==> src/design/pps_pkg.sv <==
`default_nettype none
package pps_pkg;
   localparam logic [3:0] ADDR_DATA   = 4'h0;
   localparam logic [3:0] ADDR_STATUS = 4'h4;
   localparam logic [3:0] ADDR_CTRL   = 4'h8;
   localparam logic [3:0] ADDR_EPP    = 4'hc;
   // Control register fields
   localparam int CTL_STROBE = 0;
   localparam int CTL_FEED   = 1;
   localparam int CTL_INIT   = 2;
   localparam int CTL_SELECT = 3;
   localparam int CTL_INPUT  = 5;
   localparam int CTL_EPP    = 7;
   localparam logic [7:0] CTRL_RESET = 8'h04;
   // Enhanced-cycle command register fields
   localparam int EPP_GO    = 0;
   localparam int EPP_WRITE = 1;
   localparam int EPP_ADDR  = 2;
   localparam int EPP_ABORT = 3;
   localparam int          CLK_HZ        = 10_000_000;
   localparam int          WAIT_LIMIT_NS = 10_000;
   localparam logic [7:0]  WAIT_LIMIT    = 8'((WAIT_LIMIT_NS * (CLK_HZ / 1_000_000)) / 1000);
   localparam logic [1:0]  AXI_OKAY      = 2'h0;
   localparam logic [1:0]  AXI_SLVERR    = 2'h2;
   typedef enum logic [1:0] {
      PPS_IDLE   = 2'b00,
      PPS_SETUP  = 2'b01,
      PPS_STROBE = 2'b10,
      PPS_DONE   = 2'b11
   } pps_state_e;
endpackage
`default_nettype wire

==> src/design/pps_top.sv <==
// Added by the designer: the AXI4-Lite interface to the registers and the placing of the registers.
`default_nettype none
module pps_top #(
   parameter logic [7:0] WAIT_MAX = pps_pkg::WAIT_LIMIT  // Wait timeout cycles
) (
   input  wire logic        clk_sys,                        // System clock
   input  wire logic        nrst,                           // Sync reset, low
   input  wire logic [3:0]  s_axi_awaddr,                   // Write address
   input  wire logic        s_axi_awvalid,                  // Write address valid
   output logic             s_axi_awready,                  // Write address ready
   input  wire logic [31:0] s_axi_wdata,                    // Write data
   input  wire logic [3:0]  s_axi_wstrb,                    // Byte enables
   input  wire logic        s_axi_wvalid,                   // Write data valid
   output logic             s_axi_wready,                   // Write data ready
   output logic [1:0]       s_axi_bresp,                    // Write response
   output logic             s_axi_bvalid,                   // Write response valid
   input  wire logic        s_axi_bready,                   // Response ready
   input  wire logic [3:0]  s_axi_araddr,                   // Read address
   input  wire logic        s_axi_arvalid,                  // Read address valid
   output logic             s_axi_arready,                  // Read address ready
   output logic [31:0]      s_axi_rdata,                    // Read data
   output logic [1:0]       s_axi_rresp,                    // Read response
   output logic             s_axi_rvalid,                   // Read valid
   input  wire logic        s_axi_rready,                   // Read ready
   input  wire logic [7:0]  port_data_lines_i,              // Data lines in
   output logic [7:0]       port_data_lines_o,              // Data lines out
   output logic             port_data_lines_oe,             // Data lines drive
   output logic             feed_or_data_strobe_pin_o,      // Feed/data strobe
   output logic             feed_or_data_strobe_pin_oe,     // Its enable
   output logic             select_or_address_strobe_pin_o, // Select/addr strobe
   output logic             select_or_address_strobe_pin_oe,// Its enable
   output logic             valid_or_write_strobe_pin_o,    // Valid/write strobe
   output logic             valid_or_write_strobe_pin_oe,   // Its enable
   output logic             init_pin_o,                     // Initialize
   output logic             init_pin_oe,                    // Its enable
   input  wire logic        ack_n,                          // Acknowledge, low
   input  wire logic        busy_or_wait_n,                 // Busy / wait low
   input  wire logic        error_n,                        // Error, low
   input  wire logic        paper_out_input,                // Paper out
   input  wire logic        printer_selected_input          // Printer selected
);
   logic [7:0] wr_byte;
   logic [7:0] rd_byte;
   logic [3:0] wr_addr;
   logic [3:0] rd_addr;
   logic       wr_en;
   logic       rd_en;
   logic       rd_ok;
   pps_axil u_axil (
      .clk_sys (clk_sys),
      .nrst    (nrst),
      .awaddr  (s_axi_awaddr),
      .awvalid (s_axi_awvalid),
      .awready (s_axi_awready),
      .wdata   (s_axi_wdata),
      .wstrb   (s_axi_wstrb),
      .wvalid  (s_axi_wvalid),
      .wready  (s_axi_wready),
      .bresp   (s_axi_bresp),
      .bvalid  (s_axi_bvalid),
      .bready  (s_axi_bready),
      .araddr  (s_axi_araddr),
      .arvalid (s_axi_arvalid),
      .arready (s_axi_arready),
      .rdata   (s_axi_rdata),
      .rresp   (s_axi_rresp),
      .rvalid  (s_axi_rvalid),
      .rready  (s_axi_rready),
      .wr_en   (wr_en),
      .wr_addr (wr_addr),
      .wr_byte (wr_byte),
      .rd_en   (rd_en),
      .rd_addr (rd_addr),
      .rd_byte (rd_byte),
      .rd_ok   (rd_ok)
   );
   logic [7:0]          data_out;
   logic [7:0]          data_in;
   logic [7:0]          ctrl;
   logic                epp_write;
   logic                epp_addr;
   logic                epp_timeout;
   logic [7:0]          wait_cnt;
   pps_pkg::pps_state_e state;
   pps_pkg::pps_state_e next_state;
   wire wr_data = wr_en && (wr_addr == pps_pkg::ADDR_DATA);
   wire wr_ctrl = wr_en && (wr_addr == pps_pkg::ADDR_CTRL);
   wire wr_epp  = wr_en && (wr_addr == pps_pkg::ADDR_EPP);
   wire epp_mode = ctrl[pps_pkg::CTL_EPP];
   wire go      = wr_epp && wr_byte[pps_pkg::EPP_GO] && epp_mode && (state == pps_pkg::PPS_IDLE);
   wire abort   = (wr_epp && wr_byte[pps_pkg::EPP_ABORT]) || !epp_mode;
   wire wait_on = !busy_or_wait_n;
   wire too_long = (wait_cnt >= WAIT_MAX);
   wire in_cycle = (state != pps_pkg::PPS_IDLE);
   // Cycle sequence: setup, strobe until wait releases or the wait count reaches WAIT_MAX, done
   always_comb begin
      next_state = state;
      unique case (state)
         pps_pkg::PPS_IDLE:   if (go) next_state = pps_pkg::PPS_SETUP;
         pps_pkg::PPS_SETUP:  next_state = pps_pkg::PPS_STROBE;
         pps_pkg::PPS_STROBE: if (!wait_on || too_long) next_state = pps_pkg::PPS_DONE;
         pps_pkg::PPS_DONE:   next_state = pps_pkg::PPS_IDLE;
      endcase
      if (abort && in_cycle) next_state = pps_pkg::PPS_IDLE;
   end
   always_ff @(posedge clk_sys) begin
      if (!nrst) begin
         state       <= pps_pkg::PPS_IDLE;
         data_out    <= 8'h00;
         data_in     <= 8'h00;
         ctrl        <= pps_pkg::CTRL_RESET;
         epp_write   <= 1'b0;
         epp_addr    <= 1'b0;
         epp_timeout <= 1'b0;
         wait_cnt    <= 8'h00;
      end else begin
         state <= next_state;
         if (wr_data) data_out <= wr_byte;
         if (wr_ctrl) ctrl <= wr_byte;
         if (go) begin
            epp_write <= wr_byte[pps_pkg::EPP_WRITE];
            epp_addr  <= wr_byte[pps_pkg::EPP_ADDR];
         end
         wait_cnt <= (state == pps_pkg::PPS_STROBE) ? wait_cnt + 8'h01 : 8'h00;
         // Set wins over a clear by a new start
         if (state == pps_pkg::PPS_STROBE && wait_on && too_long) epp_timeout <= 1'b1;
         else if (go) epp_timeout <= 1'b0;
         // Read data caught as the strobe ends
         if (state == pps_pkg::PPS_STROBE && !wait_on && !epp_write) data_in <= port_data_lines_i;
         else if (!epp_mode && ctrl[pps_pkg::CTL_INPUT]) data_in <= port_data_lines_i;
      end
   end
   // Pin levels and enables
   wire strobing   = (state == pps_pkg::PPS_STROBE);
   wire epp_wr_lvl = !(in_cycle && epp_write);
   wire epp_data_cycle_strobe_lvl  = !(strobing && !epp_addr);
   wire epp_address_cycle_strobe_lvl  = !(strobing && epp_addr);
   wire feed_lvl   = epp_mode ? epp_data_cycle_strobe_lvl : !ctrl[pps_pkg::CTL_FEED];
   wire feed_drv   = epp_mode || ctrl[pps_pkg::CTL_FEED];
   wire sel_lvl    = epp_mode ? epp_address_cycle_strobe_lvl : !ctrl[pps_pkg::CTL_SELECT];
   wire sel_drv    = epp_mode || ctrl[pps_pkg::CTL_SELECT];
   wire stb_lvl    = epp_mode ? epp_wr_lvl : !ctrl[pps_pkg::CTL_STROBE];
   wire stb_drv    = epp_mode || ctrl[pps_pkg::CTL_STROBE];
   wire init_lvl   = 1'b0;
   wire init_drv   = !ctrl[pps_pkg::CTL_INIT];
   wire data_drv   = epp_mode ? (in_cycle && epp_write) : !ctrl[pps_pkg::CTL_INPUT];
   always_ff @(posedge clk_sys) begin
      if (!nrst) begin
         port_data_lines_o  <= 8'h00;
         port_data_lines_oe <= 1'b0;
      end else begin
         port_data_lines_o  <= data_out;
         port_data_lines_oe <= data_drv;
      end
   end
   pps_pin u_feed (.clk_sys(clk_sys), .nrst(nrst), .level(feed_lvl), .drive(feed_drv),
                   .pin_o(feed_or_data_strobe_pin_o), .pin_oe(feed_or_data_strobe_pin_oe));
   pps_pin u_sel  (.clk_sys(clk_sys), .nrst(nrst), .level(sel_lvl), .drive(sel_drv),
                   .pin_o(select_or_address_strobe_pin_o), .pin_oe(select_or_address_strobe_pin_oe));
   pps_pin u_stb  (.clk_sys(clk_sys), .nrst(nrst), .level(stb_lvl), .drive(stb_drv),
                   .pin_o(valid_or_write_strobe_pin_o), .pin_oe(valid_or_write_strobe_pin_oe));
   pps_pin u_init (.clk_sys(clk_sys), .nrst(nrst), .level(init_lvl), .drive(init_drv),
                   .pin_o(init_pin_o), .pin_oe(init_pin_oe));
   // Status: raw printer lines plus cycle state
   wire [7:0] status = {busy_or_wait_n, ack_n, paper_out_input, printer_selected_input,
                        error_n, epp_timeout, in_cycle, 1'b0};
   assign rd_ok = (rd_addr[1:0] == 2'h0);
   assign rd_byte = (rd_addr == pps_pkg::ADDR_DATA)   ? data_in :
                    (rd_addr == pps_pkg::ADDR_STATUS) ? status  :
                    (rd_addr == pps_pkg::ADDR_CTRL)   ? ctrl    :
                    (rd_addr == pps_pkg::ADDR_EPP)    ? {5'h00, epp_addr, epp_write, 1'b0} : 8'h00;
   wire unused_rd = rd_en;
   AST_FEED_FLOAT: assert property (@(posedge clk_sys) disable iff (!nrst)
      !epp_mode && !ctrl[pps_pkg::CTL_FEED] |=> !feed_or_data_strobe_pin_oe)
      else $error("Feed pin driven while its bit is zero");
   AST_INIT_FLOAT: assert property (@(posedge clk_sys) disable iff (!nrst)
      ctrl[pps_pkg::CTL_INIT] |=> !init_pin_oe)
      else $error("Init pin driven while its bit is one");
   AST_SEL_FLOAT: assert property (@(posedge clk_sys) disable iff (!nrst)
      !epp_mode && !ctrl[pps_pkg::CTL_SELECT] |=> !select_or_address_strobe_pin_oe)
      else $error("Select pin driven while its bit is zero");
   AST_STB_DRIVE: assert property (@(posedge clk_sys) disable iff (!nrst)
      !epp_mode && ctrl[pps_pkg::CTL_STROBE] |=> valid_or_write_strobe_pin_oe && !valid_or_write_strobe_pin_o)
      else $error("Data-valid strobe not driven low");
   AST_FEED_LOW: assert property (@(posedge clk_sys) disable iff (!nrst)
      !epp_mode && ctrl[pps_pkg::CTL_FEED] |=> !feed_or_data_strobe_pin_o)
      else $error("Feed request not low");
   AST_WAIT_HOLD: assert property (@(posedge clk_sys) disable iff (!nrst)
      strobing && wait_on && !too_long && !abort |=> strobing)
      else $error("Cycle closed while wait asserted");
   AST_ABORT_HIGH: assert property (@(posedge clk_sys) disable iff (!nrst)
      epp_mode && in_cycle && abort |=> ##1 feed_or_data_strobe_pin_o && select_or_address_strobe_pin_o
      && valid_or_write_strobe_pin_o)
      else $error("Strobes not high after abort");
   AST_ORDER: assert property (@(posedge clk_sys) disable iff (!nrst)
      $rose(strobing) |-> $past(state) == pps_pkg::PPS_SETUP)
      else $error("Strobe without setup");
endmodule
`default_nettype wire

==> src/design/pps_axil.sv <==
`default_nettype none
module pps_axil (
   input  wire logic        clk_sys,  // System clock
   input  wire logic        nrst,     // Sync reset, low
   input  wire logic [3:0]  awaddr,   // Write address
   input  wire logic        awvalid,  // Write address valid
   output logic             awready,  // Write address ready
   input  wire logic [31:0] wdata,    // Write data
   input  wire logic [3:0]  wstrb,    // Byte enables
   input  wire logic        wvalid,   // Write data valid
   output logic             wready,   // Write data ready
   output logic [1:0]       bresp,    // Write response
   output logic             bvalid,   // Write response valid
   input  wire logic        bready,   // Response ready
   input  wire logic [3:0]  araddr,   // Read address
   input  wire logic        arvalid,  // Read address valid
   output logic             arready,  // Read address ready
   output logic [31:0]      rdata,    // Read data
   output logic [1:0]       rresp,    // Read response
   output logic             rvalid,   // Read valid
   input  wire logic        rready,   // Read ready
   output logic             wr_en,    // Write pulse
   output logic [3:0]       wr_addr,  // Write offset
   output logic [7:0]       wr_byte,  // Low write byte
   output logic             rd_en,    // Read pulse
   output logic [3:0]       rd_addr,  // Read offset
   input  wire logic [7:0]  rd_byte,  // Read byte
   input  wire logic        rd_ok     // Read offset mapped
);
   logic aw_held;
   logic w_held;
   logic wr_ok;
   wire  aw_take = awvalid && awready;
   wire  w_take  = wvalid && wready;
   wire  both    = (aw_held || aw_take) && (w_held || w_take) && !bvalid;
   wire  wr_map  = (awaddr[1:0] == 2'h0);
   always_ff @(posedge clk_sys) begin
      if (!nrst) begin
         awready <= 1'b1;
         wready  <= 1'b1;
         aw_held <= 1'b0;
         w_held  <= 1'b0;
         bvalid  <= 1'b0;
         bresp   <= pps_pkg::AXI_OKAY;
         wr_en   <= 1'b0;
         wr_addr <= 4'h0;
         wr_byte <= 8'h00;
         wr_ok   <= 1'b0;
      end else begin
         wr_en <= 1'b0;
         if (aw_take) begin
            wr_addr <= awaddr;
            wr_ok   <= wr_map;
            awready <= 1'b0;
            aw_held <= 1'b1;
         end
         if (w_take) begin
            // Registers are one byte; only lane 0 counts
            wr_byte <= wstrb[0] ? wdata[7:0] : 8'h00;
            wready  <= 1'b0;
            w_held  <= wstrb[0];
         end
         if (aw_held && w_held && !bvalid) begin
            wr_en   <= wr_ok;
            bvalid  <= 1'b1;
            bresp   <= wr_ok ? pps_pkg::AXI_OKAY : pps_pkg::AXI_SLVERR;
            aw_held <= 1'b0;
            w_held  <= 1'b0;
         end else if (bvalid && bready) begin
            bvalid  <= 1'b0;
            awready <= 1'b1;
            wready  <= 1'b1;
         end
         if (w_take && !wstrb[0]) begin
            w_held <= 1'b1;
            wr_byte <= 8'h00;
         end
      end
   end
   logic rd_wait;
   always_ff @(posedge clk_sys) begin
      if (!nrst) begin
         arready <= 1'b1;
         rvalid  <= 1'b0;
         rdata   <= 32'h0000_0000;
         rresp   <= pps_pkg::AXI_OKAY;
         rd_en   <= 1'b0;
         rd_addr <= 4'h0;
         rd_wait <= 1'b0;
      end else begin
         rd_en <= 1'b0;
         if (arvalid && arready) begin
            rd_addr <= araddr;
            rd_en   <= 1'b1;
            rd_wait <= 1'b1;
            arready <= 1'b0;
         end else if (rd_wait) begin
            rd_wait <= 1'b0;
            rvalid  <= 1'b1;
            rdata   <= {24'h00_0000, rd_ok ? rd_byte : 8'h00};
            rresp   <= rd_ok ? pps_pkg::AXI_OKAY : pps_pkg::AXI_SLVERR;
         end else if (rvalid && rready) begin
            rvalid  <= 1'b0;
            arready <= 1'b1;
         end
      end
   end
   wire unused = both;
endmodule
`default_nettype wire

==> src/design/pps_pin.sv <==
`default_nettype none
module pps_pin (
   input  wire logic clk_sys,  // System clock
   input  wire logic nrst,     // Sync reset, low
   input  wire logic level,    // Level to drive
   input  wire logic drive,    // Drive enable
   output logic      pin_o,    // Pin output
   output logic      pin_oe    // Pin output enable
);
   // Registered so top outputs come straight from flops
   always_ff @(posedge clk_sys) begin
      if (!nrst) begin
         pin_o  <= 1'b1;
         pin_oe <= 1'b0;
      end else begin
         pin_o  <= level;
         pin_oe <= drive;
      end
   end
endmodule
`default_nettype wire

==> config.mk <==
export PLATFORM = sky130hd
export DESIGN_NAME = pps_top
export DESIGN_NICKNAME = d
export VERILOG_FILES = /design/src/design/pps_pkg.sv /design/src/design/pps_top.sv /design/src/design/pps_axil.sv /design/src/design/pps_pin.sv
export SDC_FILE = /design/constraint.sdc
export NUM_CORES = 1
export LEC_CHECK = 0
export BUFFER_PORTS_ARGS = -buffer_cell sky130_fd_sc_hd__buf_4
export CAP_MARGIN = 20
export CORE_UTILIZATION = 25
export CTS_CLUSTER_DIAMETER = 40
export DETAILED_ROUTE_END_ITERATION = 10
export PLACE_DENSITY_LB_ADDON = 0.2
export REMOVE_ABC_BUFFERS = 1
export SYNTH_ARGS = -nofsm -noshare
export SYNTH_HDL_FRONTEND = slang
export SYNTH_HIERARCHICAL = 1
export SYNTH_SLANG_ARGS = --single-unit
export TNS_END_PERCENT = 50
==> constraint.sdc <==
create_clock -name clk_sys -period 1.6 [get_ports clk_sys]
set_input_delay 0.24 -clock clk_sys [delete_from_list [all_inputs] [get_ports clk_sys]]
set_output_delay 0.24 -clock clk_sys [all_outputs]
set_load 0.05 [all_outputs]
==> results of run 1 <==
==> cells by family (layout without fill, tap and decap cells) <==
family	count (synthesis)	count (layout)	share of synthesized area (%)
AND/OR/NAND/NOR	157	157	21.8
flip-flops	90	90	45.5
buffers and inverters	61	110	9.83
AO/OA/AOI/OAI	57	57	10.2
multiplexers	35	35	9.48
XOR/XNOR	6	6	1.33
adder cells (fa/ha/maj)	5	5	1.58
other	2	27	0.190
==> final cells by class <==
cell class | count | area [um2] | area share, %
clock inverters | 4 | 51.3 | 1.05
well taps | 211 | 264 | 5.40
inverters | 13 | 48.8 | 0.998
flip-flops and latches | 90 | 1800 | 36.9
multi-input cells | 287 | 1860 | 38.1
clock buffers | 11 | 243 | 4.97
repair buffers | 82 | 616 | 12.6
==> worst min path at each step <==
stage	end	slack, ns	depth (start not counted)
floorplan	u_axil/arready$_SDFFE_PN1P_	0.30	1
global placement	u_axil/wr_en$_SDFF_PN0_	0.43	2
detailed placement	u_axil/wr_en$_SDFF_PN0_	0.44	2
CTS	u_axil/awready$_SDFF_PN1_	0.10	2
global route	u_axil/awready$_SDFF_PN1_	0.12	2
finish	u_axil/awready$_SDFF_PN1_	0.12	2
==> critical path, stage by stage (launching register included) <==
cell and delay [ns]:
dfxtp_2 0.33, inv_2 0.06, ha_2 0.17, inv_1 0.06, mux4_2 0.43, and2_1 0.16
nand4_1 0.07, o21ai_1 0.06
==> state kept, by name (all words and copies together), names as in the netlist, 2 cells and up <==
signal / flops
data_in: 8
wait_cnt: 8
u_axil/rdata: 8
port_data_lines_o: 8
state: 2
ctrl: 8
data_out: 8
u_axil/wr_byte: 8
u_axil/rd_addr: 4
u_axil/wr_addr: 4
==> synthesized netlist by cell type (2+ instances only) <==
master	instances
ha_1	5
and2_1	16
or2_2	4
and4b_1	2
nor2b_1	28
xnor2_1	3
a21boi_0	19
o21a_1	3
nand2_1	35
buf_2	8
buf_4	26
nand3_1	11
nor2_1	23
conb_1	2
mux4_2	2
o21ai_0	15
nand2b_1	6
buf_6	7
mux2i_1	33
dfxtp_1	90
clkbuf_1	7
xor2_1	3
nand4_1	17
a21oi_1	10
and3_1	5
inv_1	13
==> through the flow <==
stage	setup WS, ns	total power [uW]	instances	instance area (um2)
after global routing	0.0257	5140	698	4890
after CTS	0.0726	5000	698	4880
after detailed placement	0.0861	2850	683	4590
after floorplan	0.0678	2660	390	3710
final	0.129	4910	698	4890
after global placement	0.0989	2850	683	4590
==> power groups by stage <==
| stage | clock network [uW] | logic [uW] | registers (uW) |
|---|---|---|---|
| floorplan | 0 | 243 | 2420 |
| finish | 2110 | 473 | 2330 |
| detailed placement | 0 | 477 | 2380 |
| global placement | 0 | 473 | 2380 |
| CTS | 2190 | 477 | 2330 |
| global route | 2290 | 512 | 2330 |
==> timing repair <==
action / in CTS / in global routing
gates resized for setup: 0 / 5
buffers inserted: 0 / 0
endpoints found under the setup margin: 0 / 1
hold buffers: 0 / 0
==> routing by layer <==
metal  vias up  track usage (%)  share of wire, %
met4         0             4.57               1.6
li1       1475                -                 -
met5         -                0                 0
met3        10             3.71               4.9
met2        72             17.5                45
met1      1320             14.3                48
==> results.cfg, run 1 <==
[place]
routabilityCongestion = 0.708
io_buffers = 68
hpwl_mm = 6.35

[timing]
whs_ns = 0.118
finalClockSkew_ns = 0.00605
slew_viol_final = 0
period_needed_ns = 1.47
fmax_mhz = 680
finalCritPeriodShare_pct = 91.9
rsz0062_at_grt = false
final.setup.tns_ns = 0
finalSetupViolCount = 0
hold_viol_final = 0

[logic_synthesis]
synthArstFlopShare_pct = 0
synth_top_cell_by_area = dfxtp_1
synth-warning-count = 6
synth-seq-cells = 90
syn_inst = 413
synth_top_flop_cell = dfxtp_1
synth_edf_count = 0
synthDistinctLibCells = 46
synth_area_um2 = 3960
yosysSeqAreaShare_pct = 45.5
synthTopCellsByArea = dfxtp_1 46%, mux2i_1 8.3%, buf_4 4.9%
synth_top_area_share_pct = 45.5
synth.avg_cell_area_um2 = 9.58

[power_and_ir_drop]
ir_worst_vdd_mv = 0.485
internal-power_uw = 3680
p_sw_uw = 1230
p_seq_share_pct = 47.4
switching_share_pct = 25.1
combPwrFrac_pct = 9.6
powerDensity_nw_per_um2 = 1000
clkPwrFrac_pct = 43.0
power.leakage_uw = 0.00197

[critical_path]
r2r-start = state[1]$_SDFFE_PP0P_
r2r_cells = 7
crit_fanout = 3
crit_path_start_kind = register
r2r-end = u_axil/rdata[1]$_SDFFE_PN0P_
endpoint_kind = register
critPathArrivalTime_ns = 1.69
worstSetupEndpoint = u_axil/rdata[1]$_SDFFE_PN0P_
critPathKind = register to register
cp_data_required_time_ns = 1.82
crit_start = state[1]$_SDFFE_PP0P_
reg2reg_slack_ns = 0.13

[global_routing]
grt_util_all_layers_pct = 11.3
overflow = 0
grt_first_pass_wirelength_mm = 14.0
grt_pass1_vias = 2798
grt_max_degree = 32
grt_antenna_before_repair = 0

[clock_network]
htree_levels = 3
cts-buffers-inserted = 9
cts_buffer_depth = 2
cts_tree = done
cts-root-buf = clkbuf_16
worstSkewPairLatency_ns = 0.34
clk_pin_slew_ns = 0.06
cts.sinks = 90

[layout]
antenna_cells = 0
drive_gt1_share_pct = 23.6
layout_common_cells = 89 x dfxtp_1, 82 x buf_4, 35 x nand2_1, 33 x mux2i_1, 28 x nor2b_1
fill_cells = 1625
fin_util_pct = 31.9
finish.net_count = 552
layout_commonest_cell = dfxtp_1
area_growth_pct = 23.5

[floorplan]
initial_core_util_pct = 25.8
dieArea_um2 = 16300
die_h_um = 128
io_pins = 122
core_um2 = 15300
rows = 45
die_width_um = 128

[route]
drt_wl_total_mm = 8.63
drtAntennaViolNets = 0
detail_route.wl_per_cell_um = 12.4
drt_iter0_drc = 112
dr.pass1.iters = 4
num_vias = 2877
drcViolationCount = 0
routed_via_density = 4.12

[job]
cap_viol_max_count = 0

[status]
status = complete, no violations

[min_path]
min_from = s_axi_awvalid
hold_path_class = primary input to register
Power figures use the tool's default switching activity.
==> run 2: changes to the inputs <==
--- a/config.mk
+++ b/config.mk
@@ -14,6 +14,5 @@
 export REMOVE_ABC_BUFFERS = 1
 export SYNTH_ARGS = -nofsm -noshare
 export SYNTH_HDL_FRONTEND = slang
-export SYNTH_HIERARCHICAL = 1
 export SYNTH_SLANG_ARGS = --single-unit
 export TNS_END_PERCENT = 50
==> results.cfg, run 2 <==
[critical_path]
critPathKind = register to register
critPathArrivalTime_ns = 1.65
cp_data_required_time_ns = 1.81
crit_path_start_kind = register
endpoint_kind = register
crit_fanout = 4
r2r_cells = 7

[layout]
drive_gt1_share_pct = 23.9
antenna_cells = 0
finish.net_count = 536
layout_common_cells = 90 x dfxtp_1, 86 x buf_4, 57 x nor2_1, 33 x mux2i_1, 31 x nand2_1
area_growth_pct = 27.3
layout_commonest_cell = dfxtp_1
final_area_um2 = 4640

[route]
routed_via_density = 4.21
detail_route.wl_per_cell_um = 12.5
num_vias = 2747
drcViolationCount = 0
drt_iter0_drc = 83
dr.pass1.iters = 4
drt_wl_total_mm = 8.14
drtAntennaViolNets = 0

[timing]
fmax_mhz = 694
finalCritPeriodShare_pct = 90.1
finalClockSkew_ns = 0.00653
slew_viol_final = 0
finalWorstSetupSlack_ns = 0.159
period_needed_ns = 1.44
hold_viol_final = 0
finalSetupViolCount = 0
rsz0062_at_grt = false

[logic_synthesis]
synth_edf_count = 0
netlist_top_cells_count = 90 x dfxtp_1, 57 x nor2_1, 33 x mux2i_1
synth_top_flop_cell = dfxtp_1
synthDistinctLibCells = 43
synth_area_um2 = 3640
synth.avg_cell_area_um2 = 9.44
synthArstFlopShare_pct = 0
yosysMostFrequentCell = dfxtp_1
yosysSeqAreaShare_pct = 49.5
synth_top_area_share_pct = 49.5
syn_inst = 386
synth-warning-count = 0
synth_top_cell_by_area = dfxtp_1
synth-seq-cells = 90
synthTopCellsByArea = dfxtp_1 49%, mux2i_1 9.1%, nor2_1 5.9%

[global_routing]
met1_usage_pct = 15.1
met3_usage_pct = 4.18
grt_antenna_before_repair = 0
grt_max_degree = 23
use_met2_pct = 18.6
gr-max-usage-layer = met2
grt_pass1_vias = 2718
grt_util_all_layers_pct = 11.9
grt_first_pass_wirelength_mm = 13.4
overflow = 0

[power_and_ir_drop]
p_sw_uw = 1210
internal-power_uw = 3670
combPwrFrac_pct = 9.1
powerDensity_nw_per_um2 = 1050
power.leakage_uw = 0.00191
ir_worst_vdd_mv = 0.532
p_total_uw = 4880
switching_share_pct = 24.8
p_seq_share_pct = 47.6
clkPwrFrac_pct = 43.3

[floorplan]
dieArea_um2 = 15100
io_pins = 122
die_width_um = 123
initial_core_util_pct = 25.9
core_um2 = 14000
die_h_um = 123
rows = 43

[clock_network]
worstSkewPairLatency_ns = 0.34
htree_levels = 3
ctsResizeCount = 0
cts_buffer_depth = 2
cts_tree = done
cts.sinks = 90
clk_pin_slew_ns = 0.06
postCtsSetupRepairBufs = 0
cts-buffers-inserted = 9
cts-root-buf = clkbuf_16
holdBufCountCts = 0

[place]
io_buffers = 68
hpwl_mm = 6.12
dpl_cell_area_um2 = 4330
dp_slack_ns = 0.0730
routabilityCongestion = 0.699

[job]
cap_viol_max_count = 0

[min_path]
hold_path_class = primary input to register
hold_depth = 2

[status]
status = complete, no violations
[run 2: power by group through the flow]
stage	Clock [uW]	Combinational [uW]	Sequential (uW)
floorplan	0	236	2420
global placement	0	446	2370
detailed placement	0	448	2380
CTS	2190	449	2320
global route	2300	479	2330
finish	2110	444	2320
[run 2: metrics by stage]
| stage | hold slack, ns | util (%) | std cells | setup TNS, ns |
|---|---|---|---|---|
| global route | 0.0914 | 33.0 | 652 | 0 |
| finish | 0.103 | 33.0 | 652 | 0 |
| CTS | 0.0896 | 32.9 | 652 | 0 |
| floorplan | 0.302 | - | 368 | -3.07 |
| detailed placement | 0.448 | 30.8 | 636 | 0 |
| global placement | 0.446 | 30.8 | 636 | 0 |
[run 2: worst max-delay path: stages (launching register included)]
cell and delay, ns:
dfxtp_1 0.30, inv_1 0.11, ha_2 0.20, inv_2 0.06, o32ai_4 0.25, buf_6 0.17
mux2i_1 0.18, nor2_1 0.06
[run 2: layout make-up]
type | instances | area (um2)
Fill cell | 1477 | 9400
Sequential cell | 90 | 1800
Multi-Input combinational cell | 265 | 1600
Timing Repair Buffer | 88 | 668
Clock buffer | 12 | 246
Tap cell | 180 | 225
Clock inverter | 4 | 51.3
Inverter | 13 | 48.8
[run 2: logic make-up (layout without fill, tap and decap cells)]
group	Yosys count	in the layout	share of synthesized area [%]
and+or+nand+nor	141	141	18.2
DFF	90	90	49.5
buffers and inverters	56	117	9.44
AOI/OAI and AO/OA	52	52	9.38
muxes	35	35	10.3
xor gates and xnor gates	6	6	1.44
adders and majority gates	5	5	1.72
other	1	26	0.103
[run 2: worst paths after layout]
check | start | to | slack [ns]
worst max-delay path | state[0]$_SDFFE_PP0P_ | data_in[3]$_SDFFE_PN0P_ | 0.16
worst max register to register | state[0]$_SDFFE_PP0P_ | data_in[3]$_SDFFE_PN0P_ | 0.16
worst min register to register | u_axil.rdata[0]$_SDFFE_PN0P_ | u_axil.rdata[0]$_SDFFE_PN0P_ | 0.46
worst min-delay path | s_axi_wvalid | u_axil.wready$_SDFF_PN1_ | 0.10
[run 2: layer usage]
| metal | vias to the layer above | part of all wire (%) |
|---|---|---|
| met5 | - | 0 |
| met4 | 0 | 1.4 |
| met3 | 7 | 6.1 |
| met2 | 76 | 44 |
| met1 | 1249 | 48 |
| li1 | 1415 | - |
